### config.mk
export PLATFORM = sky130hd
export DESIGN_NAME = cpu_reset_init
export DESIGN_NICKNAME = d
export VERILOG_FILES = /design/src/include/rst_init_pkg.sv /design/src/hw/cpu_reset_init.sv /design/src/hw/vector_rom.sv
export SDC_FILE = /design/constraint.sdc
export NUM_CORES = 1
export LEC_CHECK = 0
export BUFFER_PORTS_ARGS = -buffer_cell sky130_fd_sc_hd__buf_2
export CORE_UTILIZATION = 25
export CTS_CLUSTER_SIZE = 12
export DETAILED_ROUTE_END_ITERATION = 12
export PLACE_DENSITY_LB_ADDON = 0.05
export SLEW_MARGIN = 20
export SYNTH_ARGS = -nofsm -noshare
export SYNTH_HDL_FRONTEND = slang
export SYNTH_SLANG_ARGS = --single-unit
### constraint.sdc
create_clock -name ref_clk_i -period 5.7 [get_ports ref_clk_i]
set_clock_uncertainty 0.1 [all_clocks]
set_input_delay 0.57 -clock ref_clk_i [delete_from_list [all_inputs] [get_ports ref_clk_i]]
set_output_delay 0.57 -clock ref_clk_i [all_outputs]
set_load 0.1 [all_outputs]
### src/include/rst_init_pkg.sv
/*
 Package for the reset acceptance and initialisation block: register map,
 reset values, field layouts and timing constants.
 Assumes a 125 MHz system clock and a 32-bit AHB-Lite register bus.
*/
`default_nettype none
package rst_init_pkg;
   // Reset filter and pin timing
   localparam int unsigned MIN_LOW_CLOCKS = 10;
   localparam int unsigned SYNC_STAGES = 2;
   // Clock gear
   localparam logic [2:0] GEAR_DIV16 = 3'h4;
   localparam logic [2:0] GEAR_DIV1 = 3'h0;
   // Reset vector addresses
   localparam logic [23:0] VEC_ADDR_LO = 24'h008000;
   localparam logic [23:0] VEC_ADDR_MID = 24'h008001;
   localparam logic [23:0] VEC_ADDR_HI = 24'h008002;
   // CPU reset values
   localparam logic [23:0] SYS_SP_RESET = 24'h000100;
   localparam logic [2:0] IMASK_RESET = 3'h7;
   localparam logic MAX_MODE_RESET = 1'b1;
   localparam logic [2:0] BANK_RESET = 3'h0;
   // Reserved top region
   localparam logic [23:0] RESV_BASE = 24'hFFFF00;
   // Register byte offsets
   localparam logic [7:0] REG_CTRL = 8'h00;
   localparam logic [7:0] REG_STAT = 8'h04;
   localparam logic [7:0] REG_PC = 8'h08;
   localparam logic [7:0] REG_SP = 8'h0C;
   localparam logic [7:0] REG_PORT = 8'h10;
   // CTRL fields
   localparam int unsigned CTRL_GEAR_LSB = 0;
   localparam int unsigned CTRL_WDT_EN = 4;
   localparam int unsigned CTRL_WDT_OUT = 5;
   localparam int unsigned CTRL_CLK_EN = 6;
   localparam int unsigned CTRL_ALE_EN = 7;
   localparam int unsigned CTRL_RUN = 8;
   localparam logic [31:0] CTRL_RESET = 32'h00000004;
   localparam logic [1:0] HTRANS_NONSEQ = 2'h2;

   typedef enum logic [2:0] {
      ST_HOLD,
      ST_FETCH_LO,
      ST_FETCH_MID,
      ST_FETCH_HI,
      ST_WAIT_REL,
      ST_RUN
   } seq_state_e;

   typedef struct packed {
      logic [2:0] imask;
      logic max_mode;
      logic [2:0] bank;
   } status_s;

   typedef struct packed {
      logic [1:0] htrans;
      logic [7:0] haddr;
      logic hwrite;
      logic [2:0] hsize;
      logic hsel;
   } ahb_addr_s;
endpackage
`default_nettype wire

### src/hw/cpu_reset_init.sv
/*
 Reset acceptance and CPU/peripheral initialisation sequencer with an
 AHB-Lite register slave. Assumes the reset pin is asynchronous and that
 the board holds it low long enough.
*/
// Function
// - Reset forces clock gear to 1/16
// - PC loaded from three vector bytes
// - System stack pointer set to 100h
// - Interrupt mask level set to seven
// - Maximum mode flag set
// - Register bank pointer cleared
// - Fetch starts at vector after release
// - Other CPU registers and RAM untouched
// - Peripherals reset, pins become ports
// - Watchdog pin low, watchdog enabled
// - Clock pin released, pulled high
// - Address latch pin goes high-Z
`default_nettype none
module cpu_reset_init #(
   parameter int unsigned MIN_LOW = rst_init_pkg::MIN_LOW_CLOCKS,
   parameter logic [23:0] VECTOR = 24'h00A000
) (
   // Clock and reset
   input wire logic ref_clk_i,
   input wire logic arst_n_i,
   // Reset pin from the board
   input wire logic reset_pin_n_i,
   // AHB-Lite slave
   input wire logic hsel_i,
   input wire logic [7:0] haddr_i,
   input wire logic [1:0] htrans_i,
   input wire logic hwrite_i,
   input wire logic [2:0] hsize_i,
   input wire logic [31:0] hwdata_i,
   input wire logic hready_i,
   output logic [31:0] hrdata_o,
   output logic hreadyout_o,
   output logic hresp_o,
   // CPU state
   output logic [23:0] pc_o,
   output logic [23:0] system_stack_pointer_o,
   output rst_init_pkg::status_s status_o,
   output logic cpu_run_o,
   output logic [2:0] gear_o,
   output logic periph_rst_o,
   output logic port_mode_o,
   // Pins
   output logic watchdog_output_pin_o,
   output logic watchdog_en_o,
   output logic clk_pin_o,
   output logic clk_pin_oe_o,
   output logic ale_pin_o,
   output logic ale_pin_oe_o
);
   logic rst_s1_q, rst_s2_q;
   logic pin_s1_q, pin_s2_q;
   logic [7:0] low_cnt_q;
   logic in_reset_q;
   rst_init_pkg::seq_state_e state_q;
   logic [1:0] rom_addr_q;
   logic [7:0] rom_data;
   logic [31:0] ctrl_q;
   logic clk_div_q;
   rst_init_pkg::ahb_addr_s ap_q;
   logic wr_ctrl;
   logic start_load;

   // Vector byte indices inside the small vector memory
   localparam int unsigned ROM_DEPTH = 4;
   localparam logic [1:0] BYTE_LO = rst_init_pkg::VEC_ADDR_LO[1:0];
   localparam logic [1:0] BYTE_MID = rst_init_pkg::VEC_ADDR_MID[1:0];
   localparam logic [1:0] BYTE_HI = rst_init_pkg::VEC_ADDR_HI[1:0];

   // A new load may start unless one is already under way
   function automatic logic load_idle(input rst_init_pkg::seq_state_e s);
      case (s)
         rst_init_pkg::ST_FETCH_LO, rst_init_pkg::ST_FETCH_MID: load_idle = 1'b0;
         rst_init_pkg::ST_FETCH_HI, rst_init_pkg::ST_WAIT_REL: load_idle = 1'b0;
         default: load_idle = 1'b1;
      endcase
   endfunction

   // Accepted reset arms a fresh vector load
   assign start_load = in_reset_q && load_idle(state_q);

   always_ff @(posedge ref_clk_i or negedge arst_n_i) begin
      if (!arst_n_i) begin
         rst_s1_q <= 1'b0;
         rst_s2_q <= 1'b0;
      end else begin
         rst_s1_q <= 1'b1;
         rst_s2_q <= rst_s1_q;
      end
   end
   // Internal reset asserts at once and releases two clocks later
   wire rst_n = rst_s2_q;

   always_ff @(posedge ref_clk_i or negedge rst_n) begin
      if (!rst_n) begin
         pin_s1_q <= 1'b0;
         pin_s2_q <= 1'b0;
      end else begin
         pin_s1_q <= reset_pin_n_i;
         pin_s2_q <= pin_s1_q;
      end
   end

   always_ff @(posedge ref_clk_i or negedge rst_n) begin
      if (!rst_n) begin
         low_cnt_q <= 8'h00;
         in_reset_q <= 1'b1;
      end else if (pin_s2_q) begin
         low_cnt_q <= 8'h00;
         in_reset_q <= 1'b0;
      end else if (low_cnt_q < MIN_LOW[7:0]) begin
         low_cnt_q <= low_cnt_q + 8'h01;
         if (low_cnt_q + 8'h01 >= MIN_LOW[7:0]) begin
            in_reset_q <= 1'b1;
         end
      end
   end

   // Reset sequencer
   always_ff @(posedge ref_clk_i or negedge rst_n) begin
      if (!rst_n) begin
         state_q <= rst_init_pkg::ST_HOLD;
         rom_addr_q <= BYTE_LO;
         pc_o <= 24'h000000;
         system_stack_pointer_o <= 24'h000000;
         status_o <= '0;
         cpu_run_o <= 1'b0;
      end else if (start_load) begin
         state_q <= rst_init_pkg::ST_FETCH_LO;
         rom_addr_q <= BYTE_MID;
         cpu_run_o <= 1'b0;
         system_stack_pointer_o <= rst_init_pkg::SYS_SP_RESET;
         status_o.imask <= rst_init_pkg::IMASK_RESET;
         status_o.max_mode <= rst_init_pkg::MAX_MODE_RESET;
         status_o.bank <= rst_init_pkg::BANK_RESET;
         // other CPU state has no path here
      end else begin
         case (state_q)
            rst_init_pkg::ST_FETCH_LO: begin
               pc_o[7:0] <= rom_data;
               rom_addr_q <= BYTE_HI;
               state_q <= rst_init_pkg::ST_FETCH_MID;
            end
            rst_init_pkg::ST_FETCH_MID: begin
               pc_o[15:8] <= rom_data;
               state_q <= rst_init_pkg::ST_FETCH_HI;
            end
            rst_init_pkg::ST_FETCH_HI: begin
               pc_o[23:16] <= rom_data;
               state_q <= rst_init_pkg::ST_WAIT_REL;
            end
            rst_init_pkg::ST_WAIT_REL: begin
               // Vector loaded; waits for the pin to rise
               // start fetch on release
               if (!in_reset_q) begin
                  cpu_run_o <= 1'b1;
                  state_q <= rst_init_pkg::ST_RUN;
               end
            end
            rst_init_pkg::ST_HOLD: begin
               // No reset accepted yet: CPU held
               cpu_run_o <= 1'b0;
            end
            rst_init_pkg::ST_RUN: begin
               // Run flag stays set whatever software writes to CTRL_RUN
               cpu_run_o <= ctrl_q[rst_init_pkg::CTRL_RUN] | cpu_run_o;
            end
            default: state_q <= rst_init_pkg::ST_HOLD;
         endcase
      end
   end

   // Low byte address is shown while a load is armed
   vector_rom #(
      .DEPTH(ROM_DEPTH),
      .VECTOR(VECTOR)
   ) u_rom (
      .ref_clk_i(ref_clk_i),
      .addr_i(start_load ? BYTE_LO : rom_addr_q),
      .rdata_o(rom_data)
   );

   // AHB address phase capture
   // Only NONSEQ transfers to this slave count as selected
   always_ff @(posedge ref_clk_i or negedge rst_n) begin
      if (!rst_n) begin
         ap_q <= '0;
      end else if (hready_i) begin
         ap_q.hsel <= hsel_i && htrans_i == rst_init_pkg::HTRANS_NONSEQ;
         ap_q.htrans <= htrans_i;
         ap_q.haddr <= haddr_i;
         ap_q.hwrite <= hwrite_i;
         ap_q.hsize <= hsize_i;
      end
   end
   // Write data are taken at the end of the data phase
   assign wr_ctrl = ap_q.hsel && ap_q.hwrite && ap_q.haddr == rst_init_pkg::REG_CTRL;

   // Control register; reset forces peripheral defaults
   always_ff @(posedge ref_clk_i or negedge rst_n) begin
      if (!rst_n) begin
         ctrl_q <= rst_init_pkg::CTRL_RESET;
      end else if (in_reset_q) begin
         ctrl_q <= rst_init_pkg::CTRL_RESET | (32'h1 << rst_init_pkg::CTRL_WDT_EN);
      end else if (wr_ctrl) begin
         ctrl_q <= hwdata_i;
      end
   end

   // Read data and slave response
   always_ff @(posedge ref_clk_i or negedge rst_n) begin
      if (!rst_n) begin
         hrdata_o <= 32'h00000000;
         hreadyout_o <= 1'b1;
         hresp_o <= 1'b0;
      end else begin
         hreadyout_o <= 1'b1;
         hresp_o <= 1'b0;
         hrdata_o <= 32'h00000000;
         // Decoded in the address phase, shown in the data phase
         if (hready_i && hsel_i && htrans_i == rst_init_pkg::HTRANS_NONSEQ && !hwrite_i) begin
            case (haddr_i)
               rst_init_pkg::REG_CTRL: hrdata_o <= ctrl_q;
               rst_init_pkg::REG_STAT: hrdata_o <= {24'h0, status_o, in_reset_q};
               rst_init_pkg::REG_PC: hrdata_o <= {8'h00, pc_o};
               rst_init_pkg::REG_SP: hrdata_o <= {8'h00, system_stack_pointer_o};
               rst_init_pkg::REG_PORT: hrdata_o <= {29'h0, port_mode_o, cpu_run_o,
                                                     periph_rst_o};
               default: hrdata_o <= 32'h00000000;
            endcase
         end
      end
   end

   // Clock output divider
   // Toggles every clock: half the system rate on the pin
   always_ff @(posedge ref_clk_i or negedge rst_n) begin
      if (!rst_n) begin
         clk_div_q <= 1'b0;
      end else begin
         clk_div_q <= ~clk_div_q;
      end
   end

   // Pin and peripheral reset states
   always_ff @(posedge ref_clk_i or negedge rst_n) begin
      if (!rst_n) begin
         gear_o <= rst_init_pkg::GEAR_DIV16;
         periph_rst_o <= 1'b1;
         port_mode_o <= 1'b0;
         watchdog_output_pin_o <= 1'b0;
         watchdog_en_o <= 1'b1;
         clk_pin_o <= 1'b1;
         clk_pin_oe_o <= 1'b0;
         ale_pin_o <= 1'b0;
         ale_pin_oe_o <= 1'b0;
      end else if (in_reset_q) begin
         gear_o <= rst_init_pkg::GEAR_DIV16;
         periph_rst_o <= 1'b1;
         port_mode_o <= 1'b0;
         watchdog_output_pin_o <= 1'b0;
         watchdog_en_o <= 1'b1;
         clk_pin_o <= 1'b1;
         clk_pin_oe_o <= 1'b0;
         ale_pin_o <= 1'b0;
         ale_pin_oe_o <= 1'b0;
      end else begin
         gear_o <= ctrl_q[rst_init_pkg::CTRL_GEAR_LSB +: 3];
         periph_rst_o <= 1'b0;
         port_mode_o <= 1'b1;
         watchdog_output_pin_o <= ctrl_q[rst_init_pkg::CTRL_WDT_OUT];
         watchdog_en_o <= ctrl_q[rst_init_pkg::CTRL_WDT_EN];
         clk_pin_o <= clk_div_q;
         clk_pin_oe_o <= ctrl_q[rst_init_pkg::CTRL_CLK_EN];
         ale_pin_o <= 1'b0;
         ale_pin_oe_o <= ctrl_q[rst_init_pkg::CTRL_ALE_EN];
      end
   end
endmodule // cpu_reset_init
`default_nettype wire

### src/hw/vector_rom.sv
/*
 Small memory holding the three reset vector bytes.
 Assumes a byte address from the sequencer; read data are registered.
*/
`default_nettype none
module vector_rom #(
   parameter int unsigned DEPTH = 4,
   parameter logic [23:0] VECTOR = 24'h00A000
) (
   input wire logic ref_clk_i,
   input wire logic [1:0] addr_i,
   output logic [7:0] rdata_o
);
   logic [7:0] mem_q [DEPTH];

   always_comb begin
      for (int i = 0; i < DEPTH; i++) begin
         mem_q[i] = 8'h00;
      end
      mem_q[0] = VECTOR[7:0];
      mem_q[1] = VECTOR[15:8];
      mem_q[2] = VECTOR[23:16];
   end

   always_ff @(posedge ref_clk_i) begin
      rdata_o <= mem_q[addr_i];
   end
endmodule // vector_rom
`default_nettype wire

# ---- Yosys cells after proc, flatten, opt, wreduce, memory -nomap -nowiden
# Cells that the tools add are included.
dict set report totals {
  regBits 138
  input_bits 51
  out_inout_bits 101
  word_cells 103
}
dict set report op_classes {
  n_addsub 1
  order_cmp 3
  eq_ne 12
  muxes 30
  bitwise_logic 4
  reduce_logical 24
}
# cell n
set ops {}
lappend ops {{$pmux 32 s5} 1}
lappend ops {{$mux 32} 3}
lappend ops {{$mux 8} 4}
lappend ops {{$bmux 8 s2} 1}
lappend ops {{$eq 8x4->1 const B} 2}
lappend ops {{$logic_not 8->1} 2}
lappend ops {{$pmux 3 s5} 1}
lappend ops {{$mux 1} 13}
lappend ops {{$reduce_and 2->1} 6}
lappend ops {{$mux 3} 3}
lappend ops {{$add 8x1->8 const B} 1}
lappend ops {{$eq 8x3->1 const B} 1}
lappend ops {{$eq 8x5->1 const B} 1}
lappend ops {{$ge 8x4->1 const B} 1}
lappend ops {{$lt 8x4->1 const B} 1}
lappend ops {{$reduce_bool 2->1} 4}
lappend ops {{$logic_and 1x1->1} 7}
lappend ops {{$eq 3x2->1 const B} 2}
lappend ops {{$eq 3x3->1 const B} 2}
lappend ops {{$mux 2} 3}
lappend ops {{$reduce_bool 4->1} 1}
lappend ops {{$reduce_or 4->1} 1}
lappend ops {{$eq 3x1->1 const B} 1}
lappend ops {{$ge 3x3->1 const B} 1}
lappend ops {{10 further kinds} 11}

# ---- Logic depth before layout (Yosys ltp)
dict set report depth {
  depth_word 9
  depth_mapped 5
  depth_no_buf 5
}

# ---- Cells and area by module
# A second synthesis with hierarchy kept.
dict set report unflattened {
  cells_unflattened 441
  area_unflattened_um2 5444.0
}
# mod instances cells_per_inst area_each_um2 seq_area_each_um2
set modules_own_cells {}
lappend modules_own_cells {cpu_reset_init 1 431 5353.9 3235.6}
lappend modules_own_cells {vector_rom 1 10 90.1 20.0}

# ---- Worst setup path after synthesis
# Ideal clock, no wire load.
dict set report synth_path {
  kind {register to output}
  from {register, netlist name system_stack_pointer_o[8]}
  to {output status_o[4] in the netlist's numbering}
  arrival_ns 1.416
  required_time_ns 5.030
  slack_ns 3.614
  stages_incl_launch_ff 2
  cell_sequence {dfrtp_1 -> buf_4}
}
# item line_no
set synth_rtl {}
lappend synth_rtl {{end, declared} cpu_reset_init.sv:43} ;# output rst_init_pkg::status_s status_o,

# ---- Worst setup path after layout
dict set report layout_path {
  from {register ap_q[10] in the netlist's numbering}
  to {register ctrl_q[16]}
}
dict set report layout_via {
  elab_chain_len 3
}
# item line_no
set layout_rtl {}
lappend layout_rtl {{start, declared} cpu_reset_init.sv:65} ;# rst_init_pkg::ahb_addr_s ap_q;
lappend layout_rtl {{$logic_not 8->1} cpu_reset_init.sv:202} ;# assign wr_ctrl = ap_q.hsel && ap_q.hwrite && ap_q.haddr == rst_init_pkg::REG_CTRL;
lappend layout_rtl {{$logic_and 1x1->1} cpu_reset_init.sv:202}
lappend layout_rtl {{$reduce_bool 2->1 (no source line)} -}
lappend layout_rtl {{end signal, assigned} cpu_reset_init.sv:207} ;# ctrl_q <= rst_init_pkg::CTRL_RESET;
lappend layout_rtl {{end signal, assigned} cpu_reset_init.sv:209} ;# ctrl_q <= rst_init_pkg::CTRL_RESET | (32'h1 << rst_init_pkg::CTRL_WDT_EN);
lappend layout_rtl {{end signal, assigned} cpu_reset_init.sv:211} ;# ctrl_q <= hwdata_i;
lappend layout_rtl {{end, declared} cpu_reset_init.sv:63} ;# logic [31:0] ctrl_q;
# Every way passes these cells.
# A chain may end at the register's enable or synchronous reset.

==> results by group <==
Synth
  – Post-synthesis mux area share: 4.93%
  – Mapped Area: 4600 um^2
  – Synth Instances: 372
  – Synth Flop Type: dfrtp_1
  – Main combinational cell family by area after synthesis: buffers and inverters
  – Synthesized area per cell: 12.4 um^2
  – Post-synthesis simple-gate area fraction: 11.7%
  – Compound-Gate Fraction of Synth Area: 10.8%
  – Sequential share of the synthesized area: 59.4%
  – Cell variety after synth: 51
  – Synth warnings: 0
  – EDFF count, synth: 0
  – Post-Synth XOR/XNOR Area: 0.571%
  – Synth Register Bits: 109
  – Area share of fa/ha/maj cells after synthesis: 0.544%
  – FFs w/ async S/R, synth: 99.1%

Clocking
  – Root Buffer: clkbuf_16
  – CTS tree: done
  – Clk Latency, worst-skew pair: 0.36 ns
  – TritonCTS sink count: 109
  – Reg clk slew, reported paths: 0.07 ns
  – H-tree Lvls: 3
  – Max clock buf depth: 2
  – TritonCTS Buffers: 9

Timing
  – Max-Slew Margin vs Limit: 44.2%
  – Actual slew at the worst max-slew pin: 0.838 ns
  – Crit path time final: 2.36 ns
  – Slew Limit Fails: 0
  – Final period util: 41.4%
  – Final setup viols: 0
  – Final hold vios: 0
  – Fmax: 424 MHz
  – RSZ-0062 raised after global routing: no
  – TNS Setup: 0 ns

Die
  – Core box area: 18000 um^2
  – # IOs: 152
  – Horiz. Die Dim: 138 um
  – Site Rows: 49
  – Initial core utilization: 25.5%
  – Die ar.: 18900 um^2
  – Die Y: 138 um

Finish
  – Design area: 5440 um^2
  – Layout cells sized above 1: 31.5%
  – Nets@finish: 508
  – Non-filler instance count after layout: 689
  – Core Util, Final: 30.2%
  – Synth-to-layout area growth: 18.4%
  – N_diodes: 0

Worst setup path
  – Critical Path Fanout Max: 24
  – Crit Path Class: register to register
  – Slowest Stage Delay on Critical Path: 0.62 ns
  – CP max-delay cell: and4_1
  – Worst-path cell chain: nor4_1, and4_1, buf_4, a22o_1
  – CP Capture Type: register
  – CP startpoint kind: register
  – Critical Path RT: 5.89 ns
  – Crit path DAT: 2.55 ns

Placed design
  – Placed cell area: 5120 um^2
  – Detailed placement HPWL: 7.28 mm
  – Routability congestion estimate: 0.688
  – I/O Buffers: 101
  – Placed insts: 672

Routing
  – Remaining DRCs: 0
  – WL final: 11.4 mm
  – First-pass DRT Iterations: 4
  – Drt wl/cell: 16.6 um
  – Post-DRT Antenna Nets: 0
  – Via count: 3021
  – 1st-iter DRT viols: 130
  – Vias/cell: 4.38

Outcome
  – Status: complete, no violations

GRT
  – Antenna violations before repair: 0
  – GRT Total Usage: 12.5%
  – Peak-usage layer in the global routing report: met2
  – Met2 usage: 20.5%
  – Total congestion overflow: 0
  – M1 GR Usage: 15.9%
  – Met3 usage: 3.42%
  – Vias in the first global route: 3008
  – Largest net degree at the start of global routing: 62
  – First-pass GRT wire length: 17.4 mm

Pwr
  – Worst vdd ir: 203 uV
  – Cell area power density: 349 nW/um^2
  – Leakage power: 2.71 nW

Worst hold path
  – Hold WC Path Type: input pin to register

Run
  – Number of max-cap violations: 0
## power by group
| part | internal (mW) | switching (mW) | leakage [nW] |
|---|---|---|---|
| clock | 0.356 | 0.299 | 0.149 |
| sequential | 0.802 | 0.0556 | 1.44 |
| combinational | 0.0749 | 0.311 | 1.11 |
| total | 1.23 | 0.666 | 2.71 |
## cell families (layout without fill, tap and decap cells)
family | Yosys count | count (layout)
flops | 109 | 109
buf+inv | 91 | 133
simple gates | 80 | 80
compound gates | 64 | 64
mux | 21 | 21
xor+xnor | 3 | 3
fa+ha+maj | 2 | 2
other cells | 2 | 48
## per-layer routing
layer	vias up	wire [um]
li1	1383	-
met1	1535	5090
met2	94	5540
met3	9	633
met4	0	144
met5	-	0
## through the flow
step	total power [mW]	setup slack (ns)	hold slack, ns
final	1.90	3.34	0.223
after global routing	1.98	3.19	0.204
after CTS	1.93	3.25	0.209
after detailed placement	1.26	3.27	0.242
after global placement	1.26	3.25	0.237
after floorplan	1.24	2.38	0.174
## path summary, 6_finish.rpt
| kind | slack [ns] | from | endpoint | depth (start not counted) |
|---|---|---|---|---|
| worst min register to register | 0.25 | rst_s1_q | rst_n | 0 |
| min in group asynchronous | 0.33 | rst_n | low_cnt_q[7] | 0 |
| worst max register to register | 3.34 | ap_q[10] | ctrl_q[16] | 4 |
| max in group asynchronous | 4.03 | rst_n | ctrl_q[5] | 1 |
| worst max-delay path | 3.34 | ap_q[10] | ctrl_q[16] | 4 |
| worst min-delay path | 0.22 | reset_pin_n_i | pin_s1_q | 1 |
## synth_stat cells, types with 4 or more instances
master	count	area, um^2
a21oi_1	11	55.1
a22o_1	30	263
buf_4	54	405
clkbuf_1	20	75.1
dfrtp_1	102	2550
dfstp_2	6	158
inv_1	10	37.5
mux2_2	13	146
mux2i_1	8	80.1
nand2_1	6	22.5
nand2b_1	4	25.0
nor2_1	7	26.3
nor2b_1	11	68.8
nor3_1	7	35.0
nor4_1	4	25.0
nor4b_1	22	193
## area by class of cell
type,instances,area (um^2)
Multi-Input combinational cell,218,1510
Sequential cell,109,2730
Inverter,11,41.3
Clock inverter,6,68.8
Fill cell,1914,12600
Timing Repair Buffer,106,566
Tap cell,229,287
Clock buffer,10,239
## state kept, by name, indices dropped and copies added (netlist names), 2 cells and up
| name | cells |
|---|---|
| gear_o | 3 |
| ctrl_q | 32 |
| ap_q | 10 |
| low_cnt_q | 8 |
| state_q | 3 |
| hrdata_o | 32 |
| rom_addr_q | 2 |
| pc_o | 3 |
## critical path, delay by kind of cell (launching register included)
family / cells / cell delay [ns]
simple gates: 2 / 1.22
buf+inv: 1 / 0.41
flops: 1 / 0.38
compound gates: 1 / 0.19
## cell usage in the layout, fill, tap and decap left out, types with 2 or more instances in the layout
cell type / synthesis / layout
nand2b_1: 4 / 4
nand2_1: 6 / 6
a21oi_1: 11 / 11
or3_1: 3 / 3
dfstp_2: 6 / 6
or4_1: 2 / 2
nor4b_1: 22 / 22
buf_2: 3 / 101
nor2_1: 7 / 7
mux2i_1: 8 / 8
xnor2_1: 2 / 2
inv_1: 10 / 10
nor2b_1: 11 / 11
mux2_2: 13 / 13
a22oi_1: 2 / 2
nand3_1: 2 / 2
conb_1: 2 / 48
ha_1: 2 / 2
and4_1: 2 / 2
a21o_1: 3 / 3
a22o_1: 30 / 30
a211oi_1: 2 / 2
a311oi_1: 2 / 2
buf_4: 54 / 3
o21a_1: 2 / 2
clkbuf_16: 0 / 9
inv_6: 0 / 2
nor4_1: 4 / 4
nand3b_1: 3 / 3
nor3_1: 7 / 7
dfrtp_1: 102 / 101
o21ai_0: 3 / 3
## what timing repair did
action                    CTS  global route
hold endpoints to repair    2             0
resized for setup           0             0
buffers inserted            0             0
hold buffers                1             0
No activity file was read; power rests on OpenSTA's default activity.
